`src/hw/shcp_pkg.sv`:
```
// constants and types shared by the spi host/client port
package shcp_pkg;
    // register byte offsets on the avalon slave
    localparam logic [4:0] OFF_STATUS = 5'h00;
    localparam logic [4:0] OFF_CTRL1 = 5'h04;
    localparam logic [4:0] OFF_CTRL3 = 5'h08;
    localparam logic [4:0] OFF_BUFFER = 5'h0C;
    localparam logic [4:0] OFF_BAUD = 5'h10;
    localparam logic [4:0] OFF_FLAG = 5'h14;
    // status_reg field positions
    localparam int STAT_SMP = 7;
    localparam int STAT_CKE = 6;
    localparam int STAT_FULL = 0;
    // control_reg_one and flag register field positions
    localparam int CTRL_WRITE_COLLISION = 7;
    localparam int CTRL_OVF = 6;
    localparam int CTRL_EN = 5;
    localparam int CTRL_CKP = 4;
    localparam int CTRL_MODE_HI = 3;
    localparam int FLAG_DONE = 0;
    // reset values
    localparam logic [7:0] RST_BYTE = 8'h00;
    localparam logic [3:0] RST_MODE = 4'h0;
    // mode field encodings
    localparam logic [3:0] MODE_DIV4 = 4'h0;
    localparam logic [3:0] MODE_DIV16 = 4'h1;
    localparam logic [3:0] MODE_DIV64 = 4'h2;
    localparam logic [3:0] MODE_TIMER = 4'h3;
    localparam logic [3:0] MODE_CLIENT_SS = 4'h4;
    localparam logic [3:0] MODE_CLIENT = 4'h5;
    localparam logic [3:0] MODE_BAUD = 4'hA;
    // system clocks per serial clock half period
    localparam logic [9:0] HALF_DIV4 = 10'h002;
    localparam logic [9:0] HALF_DIV16 = 10'h008;
    localparam logic [9:0] HALF_DIV64 = 10'h020;
    // bit and phase counts of one word
    localparam logic [2:0] LAST_BIT = 3'h7;
    localparam logic [4:0] PH_LAST = 5'h0F;
    localparam logic [4:0] PH_LAST_SMP = 5'h10;
    localparam logic [4:0] PH_TOGGLES = 5'h10;
    typedef enum logic {ST_IDLE, ST_RUN} shcp_state_t;
endpackage

```
`src/hw/shcp_port.sv`:
```
// spi host/client serial port with avalon register slave
//
// Local design decisions: the placing of the registers and the Avalon-MM interface to the registers.
`timescale 1ns/1ps
`default_nettype none
module shcp_port
    import shcp_pkg::*;
(
    input wire logic core_clk_in,
    input wire logic reset_in,
    input wire logic [4:0] avs_address_in,
    input wire logic avs_read_in,
    input wire logic avs_write_in,
    input wire logic [31:0] avs_writedata_in,
    input wire logic [3:0] avs_byteenable_in,
    output logic [31:0] avs_readdata_out,
    output logic avs_waitrequest_out,
    input wire logic sck_in,
    output logic sck_out,
    output logic sck_oe_out,
    input wire logic sdi_in,
    output logic sdo_out,
    output logic sdo_oe_out,
    input wire logic ss_n_in,
    input wire logic timer_tick_in,
    output logic transfer_flag_out
);
    logic wait_reg, en_reg, ckp_reg, smp_reg, cke_reg, write_collision_reg, ovf_reg;
    logic full_reg, flag_reg, samp_reg, pend_reg, sck_reg, sck_prev_reg;
    logic sdo_oe_reg, sck_oe_reg;
    logic [3:0] mode_reg;
    logic [7:0] rdata_reg, ctrl3_reg, baud_reg, buf_reg, shift_reg;
    logic [2:0] cnt_reg;
    logic [4:0] ph_reg;
    shcp_state_t state_reg;
    logic [2:0] pins_sync;
    logic tick;
    logic [1:0] hs_pipe_reg;

    // true for the modes in which this end makes the clock
    function automatic logic is_host(input logic [3:0] mode);
        is_host = (mode == MODE_DIV4) || (mode == MODE_DIV16) || (mode == MODE_DIV64) ||
            (mode == MODE_TIMER) || (mode == MODE_BAUD);
    endfunction

    shcp_sync #(.WIDTH(3)) u_sync (
        .core_clk_in(core_clk_in),
        .reset_in(reset_in),
        .async_in({sck_in, sdi_in, ss_n_in}),
        .sync_out(pins_sync)
    );
    wire sck_sync = pins_sync[2];
    wire sdi_sync = pins_sync[1];
    wire ss_sync = pins_sync[0];

    // bus decode: one wait cycle, then the request is taken
    wire req = avs_read_in | avs_write_in;
    wire take = req & ~wait_reg;
    wire rd_take = take & avs_read_in;
    wire wr_lane = take & avs_write_in & avs_byteenable_in[0];
    wire [7:0] wdata = avs_writedata_in[7:0];
    wire sel_buf = (avs_address_in == OFF_BUFFER);
    wire wr_stat = wr_lane & (avs_address_in == OFF_STATUS);
    wire wr_ctrl1 = wr_lane & (avs_address_in == OFF_CTRL1);
    wire wr_flag = wr_lane & (avs_address_in == OFF_FLAG);

    // role and select decode
    wire host_mode = is_host(mode_reg);
    wire client_mode = (mode_reg == MODE_CLIENT_SS) || (mode_reg == MODE_CLIENT);
    wire ss_ctl = (mode_reg == MODE_CLIENT_SS);
    wire selected = !ss_ctl || !ss_sync;
    wire mod_reset = !en_reg || (client_mode && ss_ctl && ss_sync);
    wire client_run = en_reg && client_mode && selected;

    // host rate selection
    wire [8:0] baud_p1 = {1'b0, baud_reg} + 9'h001;
    wire [9:0] half_sel = (mode_reg == MODE_DIV16) ? HALF_DIV16 :
        (mode_reg == MODE_DIV64) ? HALF_DIV64 :
        (mode_reg == MODE_BAUD) ? {baud_p1, 1'b0} : HALF_DIV4;

    shcp_baud u_baud (
        .core_clk_in(core_clk_in),
        .reset_in(reset_in),
        .run_in(en_reg && host_mode && (state_reg == ST_RUN)),
        .use_timer_in(mode_reg == MODE_TIMER),
        .timer_tick_in(timer_tick_in),
        .half_in(half_sel),
        .tick_out(tick)
    );

    // serial clock events: host from ticks, client from the pin
    wire host_ev = en_reg && host_mode && (state_reg == ST_RUN) && tick;
    wire client_ev = client_run && (sck_sync != sck_prev_reg);
    wire client_lead = (sck_prev_reg == ckp_reg);
    wire host_par = ~(cke_reg ^ smp_reg);
    wire host_samp = (ph_reg[0] == host_par) && !(ph_reg == 5'h00 && smp_reg);
    wire sample_ev = hs_pipe_reg[1] ||
        (client_ev && (client_lead == cke_reg));
    wire shift_ev = ((host_ev && !host_samp) || (client_ev && !sample_ev)) &&
        (pend_reg || sample_ev);
    wire byte_done = sample_ev && (cnt_reg == LAST_BIT) && en_reg;
    wire [7:0] rx_byte = {shift_reg[6:0], sdi_sync};
    wire [4:0] ph_last = (smp_reg && !cke_reg) ? PH_LAST_SMP : PH_LAST;

    // buffer write outcome
    wire busy = (state_reg == ST_RUN) || (cnt_reg != 3'h0) || pend_reg;
    wire write_ok = wr_lane && sel_buf && !busy && !write_collision_reg;
    wire collide = wr_lane && sel_buf && busy && en_reg;

    // read data select; the shift register has no address
    wire [7:0] rd_mux = (avs_address_in == OFF_STATUS) ?
            {smp_reg, cke_reg, 5'h00, full_reg} :
        (avs_address_in == OFF_CTRL1) ? {write_collision_reg, ovf_reg, en_reg, ckp_reg, mode_reg} :
        (avs_address_in == OFF_CTRL3) ? ctrl3_reg :
        sel_buf ? buf_reg :
        (avs_address_in == OFF_BAUD) ? baud_reg :
        (avs_address_in == OFF_FLAG) ? {7'h00, flag_reg} : RST_BYTE;

    // avalon handshake and read data
    always_ff @(posedge core_clk_in) begin
        if (reset_in) begin
            wait_reg <= 1'b1;
            rdata_reg <= RST_BYTE;
        end else begin
            wait_reg <= ~(req & wait_reg);
            if (req && wait_reg) begin
                rdata_reg <= rd_mux;
            end
        end
    end

    // configuration registers
    always_ff @(posedge core_clk_in) begin
        if (reset_in) begin
            en_reg <= 1'b0;
            ckp_reg <= 1'b0;
            mode_reg <= RST_MODE;
            smp_reg <= 1'b0;
            cke_reg <= 1'b0;
            ctrl3_reg <= RST_BYTE;
            baud_reg <= RST_BYTE;
        end else begin
            if (wr_ctrl1) begin
                en_reg <= wdata[CTRL_EN];
                ckp_reg <= wdata[CTRL_CKP];
                mode_reg <= wdata[CTRL_MODE_HI:0];
            end
            if (wr_stat) begin
                smp_reg <= wdata[STAT_SMP];
                cke_reg <= wdata[STAT_CKE];
            end
            if (wr_lane && avs_address_in == OFF_CTRL3) begin
                ctrl3_reg <= wdata;
            end
            if (wr_lane && avs_address_in == OFF_BAUD) begin
                baud_reg <= wdata;
            end
        end
    end

    // sticky flags: hardware set wins over software clear
    always_ff @(posedge core_clk_in) begin
        if (reset_in) begin
            full_reg <= 1'b0;
            flag_reg <= 1'b0;
            write_collision_reg <= 1'b0;
            ovf_reg <= 1'b0;
        end else begin
            full_reg <= byte_done || (full_reg && !(rd_take && sel_buf));
            flag_reg <= byte_done || (flag_reg && !(wr_flag && !wdata[FLAG_DONE]));
            write_collision_reg <= collide || (write_collision_reg && !(wr_ctrl1 && !wdata[CTRL_WRITE_COLLISION]));
            ovf_reg <= (byte_done && full_reg && client_mode) ||
                (ovf_reg && !(wr_ctrl1 && !wdata[CTRL_OVF]));
        end
    end

    // data buffer and shift register
    always_ff @(posedge core_clk_in) begin
        if (reset_in) begin
            buf_reg <= RST_BYTE;
            shift_reg <= RST_BYTE;
            samp_reg <= 1'b0;
            pend_reg <= 1'b0;
            cnt_reg <= 3'h0;
        end else if (write_ok) begin
            buf_reg <= wdata;
            shift_reg <= wdata;
        end else if (mod_reset) begin
            pend_reg <= 1'b0;
            cnt_reg <= 3'h0;
        end else if (byte_done) begin
            buf_reg <= rx_byte;
            shift_reg <= rx_byte;
            pend_reg <= 1'b0;
            cnt_reg <= 3'h0;
        end else if (sample_ev) begin
            samp_reg <= sdi_sync;
            pend_reg <= !shift_ev;
            cnt_reg <= cnt_reg + 3'h1;
            if (shift_ev) begin
                shift_reg <= {shift_reg[6:0], sdi_sync};
            end
        end else if (shift_ev) begin
            shift_reg <= {shift_reg[6:0], samp_reg};
            pend_reg <= 1'b0;
        end
    end

    // host sequencer: sixteen clock half periods per word
    always_ff @(posedge core_clk_in) begin
        if (reset_in) begin
            state_reg <= ST_IDLE;
            ph_reg <= 5'h00;
            sck_reg <= 1'b0;
        end else if (!en_reg || !host_mode) begin
            state_reg <= ST_IDLE;
            ph_reg <= 5'h00;
            sck_reg <= ckp_reg;
        end else begin
            unique case (state_reg)
                ST_IDLE: begin
                    sck_reg <= ckp_reg;
                    ph_reg <= 5'h00;
                    if (write_ok) begin
                        state_reg <= ST_RUN;
                    end
                end
                ST_RUN: begin
                    if (tick) begin
                        if (!ph_reg[4]) begin
                            sck_reg <= ~sck_reg;
                        end
                        if (ph_reg == ph_last) begin
                            state_reg <= ST_IDLE;
                        end
                        ph_reg <= ph_reg + 5'h01;
                    end
                end
            endcase
        end
    end

    // pin ownership, client clock history, host sample delay
    always_ff @(posedge core_clk_in) begin
        if (reset_in) begin
            hs_pipe_reg <= 2'h0;
            sck_prev_reg <= 1'b0;
            sdo_oe_reg <= 1'b0;
            sck_oe_reg <= 1'b0;
        end else begin
            hs_pipe_reg <= {hs_pipe_reg[0], host_ev && host_samp}; // waits out sdi sync
            sck_prev_reg <= sck_sync;
            sdo_oe_reg <= en_reg && (host_mode || client_run);
            sck_oe_reg <= en_reg && host_mode;
        end
    end

    assign avs_waitrequest_out = wait_reg;
    assign avs_readdata_out = {24'h000000, rdata_reg};
    assign sck_out = sck_reg;
    assign sck_oe_out = sck_oe_reg;
    assign sdo_out = shift_reg[7];
    assign sdo_oe_out = sdo_oe_reg;
    assign transfer_flag_out = flag_reg;

    // helper: serial clock toggles in one host word
    logic [4:0] tog_cnt;
    always_ff @(posedge core_clk_in) begin
        if (reset_in || state_reg == ST_IDLE) begin
            tog_cnt <= 5'h00;
        end else if (tick && !ph_reg[4]) begin
            tog_cnt <= tog_cnt + 5'h01;
        end
    end
endmodule
`default_nettype wire

```
`src/hw/shcp_sync.sv`:
```
// two flip-flop synchroniser for pin inputs
`timescale 1ns/1ps
`default_nettype none
module shcp_sync #(
    parameter int WIDTH = 3
) (
    input wire logic core_clk_in,
    input wire logic reset_in,
    input wire logic [WIDTH-1:0] async_in,
    output logic [WIDTH-1:0] sync_out
);
    logic [WIDTH-1:0] meta_reg;

    // first stage feeds only the second
    always_ff @(posedge core_clk_in) begin
        if (reset_in) begin
            meta_reg <= '0;
            sync_out <= '0;
        end else begin
            meta_reg <= async_in;
            sync_out <= meta_reg;
        end
    end
endmodule
`default_nettype wire

```
`src/hw/shcp_baud.sv`:
```
// half period tick generator for the host serial clock
`timescale 1ns/1ps
`default_nettype none
module shcp_baud (
    input wire logic core_clk_in,
    input wire logic reset_in,
    input wire logic run_in,
    input wire logic use_timer_in,
    input wire logic timer_tick_in,
    input wire logic [9:0] half_in,
    output logic tick_out
);
    logic [9:0] cnt_reg;
    wire cnt_wrap = (cnt_reg == half_in - 10'h001);

    // one pulse per half period, or per timer pulse
    always_ff @(posedge core_clk_in) begin
        if (reset_in || !run_in) begin
            cnt_reg <= 10'h000;
            tick_out <= 1'b0;
        end else if (use_timer_in) begin
            cnt_reg <= 10'h000;
            tick_out <= timer_tick_in;
        end else begin
            cnt_reg <= cnt_wrap ? 10'h000 : cnt_reg + 10'h001;
            tick_out <= cnt_wrap;
        end
    end
endmodule
`default_nettype wire

```
`config.mk`:
```
export PLATFORM = sky130hd
export DESIGN_NAME = shcp_port
export DESIGN_NICKNAME = d
export VERILOG_FILES = /design/src/hw/shcp_pkg.sv /design/src/hw/shcp_port.sv /design/src/hw/shcp_sync.sv /design/src/hw/shcp_baud.sv
export SDC_FILE = /design/constraint.sdc
export NUM_CORES = 1
export LEC_CHECK = 0
export ABC_AREA = 1
export BUFFER_PORTS_ARGS = -buffer_cell sky130_fd_sc_hd__buf_2
export CORE_UTILIZATION = 60
export DETAILED_ROUTE_END_ITERATION = 8
export GPL_ROUTABILITY_DRIVEN = 0
export PLACE_DENSITY = 0.86
export REMOVE_ABC_BUFFERS = 1
export SLEW_MARGIN = 25
export SYNTH_ARGS = -nofsm -noshare
export SYNTH_HDL_FRONTEND = slang
export SYNTH_SLANG_ARGS = --single-unit
```
`constraint.sdc`:
```
create_clock -name core_clk_in -period 4.5 [get_ports core_clk_in]
set_input_delay 0.225 -clock core_clk_in [delete_from_list [all_inputs] [get_ports core_clk_in]]
set_output_delay 0.225 -clock core_clk_in [all_outputs]
set_load 0.01 [all_outputs]
```
==> metrics.txt <==
setup violators final=0; crit-path max FO=10; CP Capture Type=flip-flop; antenna cell count=0; DRC violation count after routing=0; R2R cell count=15; Placed Cells=772; syn avg cell area=6.943 um2; Synth Register Bits=87; final non-filler cell total=788; fillers=643; Final nets=742; WP data arrival=2870 ps; routed wire length=10.45 mm; WHS Path Cells=3; Area Growth Syn to Fin=7.909%; routed vias=4294; startpoint types=flip-flop; Rows=31; DR vias/cell=5.449; Critical Path, Cell by Cell=nor2_1 > nand2_1 > nand2_1 > nor2_1 > inv_1 > ha_1 > xnor2_1 > nor2_1 > nand3_1 > nor2_1 > nand3_1 > nor2_1 > nand4_1 > nand3_2 > nor2_1; Die Footprint=0.007919 mm2; DIE WIDTH=88.99 um; RSZ-0062 raised after global routing=false; CP required=4750 ps; M3 GR Usage=7.110%; Initial Utilization=62.27%; DR iter-0 viols=349; clock-pin slew on the worst setup and hold paths=90 ps; GRT met1 Usage=32.32%; commonest non-fill, non-tap cell in the layout=nand2_1; drt pass-1 iters=6; status=completed; post-synth top area share=38.36%; Final Slew Violations=0; cell family with most CP delay=simple AND/OR/NAND/NOR gates; FF-to-FF Start=mode_reg[2]; ranking of synthesized cells by area=dfxtp_1 38%, nand2_1 10%, inv_1 7.5%; Post-Synthesis Cells=654; LEAKAGE=0.002107 uW; fin crit share=58.33%; vias in the first global route=3792; busiest grt layer=met2; PostCTS Resize Cnt=0; clock latency on the worst-skew pair=360 ps; Pwr Density=290.5 mW/mm2; post-DP HPWL=7.695 mm; Die Y-Extent=88.99 um; number of hold buffers added after CTS=0; Worst R2R Setup Slack=1880 ps; GRT Util Overall=27.56%; setup TNS=0 ps; share of cells above drive strength 1=10.45%; Hold Startpoint=ss_n_in; Worst VDD drop=0.2166 mV; Routed wire per std cell=13.26 um; pre-CTS WS=1856 ps; Synth warnings=0; EDFF count, synth=0; TritonCTS buffer count=9; R2R Path End=u_baud.cnt_reg[0]; Most Frequent Cell on Critical Path=nor2_1; post-CTS setup buffers=0; worst clock skew=8.281 ps; Max clock buf depth=2; clk sinks=87; slew margin rel.=38.66%; Layout Utilization=67.19%; Setup CP Type=flip-flop to flip-flop; hold crit path type=input pin to flip-flop; flip-flop count of the largest register after layout=10; minimum clock period=2625 ps; H-Tree Depth=3; largest net degree at the start of global routing=37; total grt overflow=0; TritonCTS clock tree=built; initial antenna violation count=0; met2 Usage GRT=48.67%; Max-Cap Viols=0; Worst Hold End=u_sync.meta_reg[0]; Primary FF master, synth=dfxtp_1; Root Buffer=clkbuf_8; FFs w/ async S/R, synth=0%; CP max stage cell=dfxtp_1; core footprint=0.007292 mm2; register area share after synthesis=38.36%; Buffers on Ports=35; Worst-Margin Slew=914.4 ps; critical path's largest stage delay=420 ps; Fmax=381.0 MHz; final hold violation count=0; worst setup slack after layout=1875 ps; post-synthesis cell type count=41; most frequent cells in the layout=122 x nand2_1, 90 x inv_1, 87 x dfxtp_1; area leader, netlist=dfxtp_1; crit path buf inv count=1; I/O pin cnt=87; Mapped Area=0.004541 mm2; Routed Antenna Nets=0; global-route wire length before repair=16.69 mm
worst max path at each step:
stage          slack [ps]              start                 to  cells after the start
6_report             1880        mode_reg[2]  u_baud.cnt_reg[0]                     15
3_5_place_dp         1860  avs_address_in[1]         buf_reg[7]                      9
5_1_grt              1570        mode_reg[2]  u_baud.cnt_reg[3]                     17
3_3_place_gp         1920  avs_address_in[1]         buf_reg[7]                      9
2_1_floorplan        2400        mode_reg[1]  u_baud.cnt_reg[0]                     18
4_1_cts              1890        mode_reg[2]  u_baud.cnt_reg[0]                     15
kinds of logic after synthesis:
logic type | after synthesis | share of synthesized area (%)
XOR/XNOR | 16 | 3.086
AO/OA/AOI/OAI | 124 | 15.10
flip-flops | 87 | 38.36
buffers and inverters | 135 | 13.28
other | 1 | 0.08259
adder cells (fa/ha/maj) | 9 | 2.480
AND/OR/NAND/NOR | 278 | 26.62
multiplexers | 4 | 0.9919
power by group:
group / total, uW / switching, uW / internal (uW)
Combinational: 66.9 / 49.4 / 17.5
Sequential: 778 / 3.21 / 775
Clock: 578 / 275 / 303
worst reg2reg max path, cell delays in order, from the launching register on:
cell	delay (ps)
dfxtp_1	420
nor2_1	130
nand2_1	150
nand2_1	70
nor2_1	260
inv_1	120
ha_1	330
xnor2_1	140
nor2_1	100
nand3_1	80
nor2_1	100
nand3_1	80
nor2_1	100
nand4_1	150
nand3_2	210
nor2_1	70
per-stage QoR:
step / total power, uW / instance area [um2] / hold slack, ps
3_3_place_gp: 859.1 / 4683 / 393.9
5_1_grt: 1468 / 4900 / 52.77
6_report: 1423 / 4900 / 62.71
2_1_floorplan: 831.0 / 4384 / 294.1
4_1_cts: 1426 / 4900 / 53.85
3_5_place_dp: 861.1 / 4683 / 403.8
final cells by class:
cell class	count	area [um2]	area share, %
Inverter	96	360.3	7.354
Timing Repair Buffer	35	175.2	3.575
Clock inverter	4	51.30	1.047
Tap cell	99	123.9	2.528
Clock buffer	12	165.2	3.371
Multi-Input combinational cell	455	2282	46.58
Sequential cell	87	1742	35.55
per-layer routing:
metal	vias up	share of wire (%)
li1	2120	-
met1	1932	41
met2	201	49
met3	41	7.3
met4	0	3.2
met5	-	0
cells in the mapped netlist (all sizes together), types with 2 or more instances:
cell and n:
a21oi 49, a221oi 4, buf 26, clkbuf 13, clkinv 2, dfxtp 87
ha 9, inv 94, mux2 4, nand2 127, nand3 46, nand4 5
nor2 84, nor3 6, nor4 3, o2111ai 2, o211ai 4, o21ai 53
o221ai 4, o22ai 6, or2 5, xnor2 7, xor2 9
Note: power is estimated with default switching activity, not from simulation.
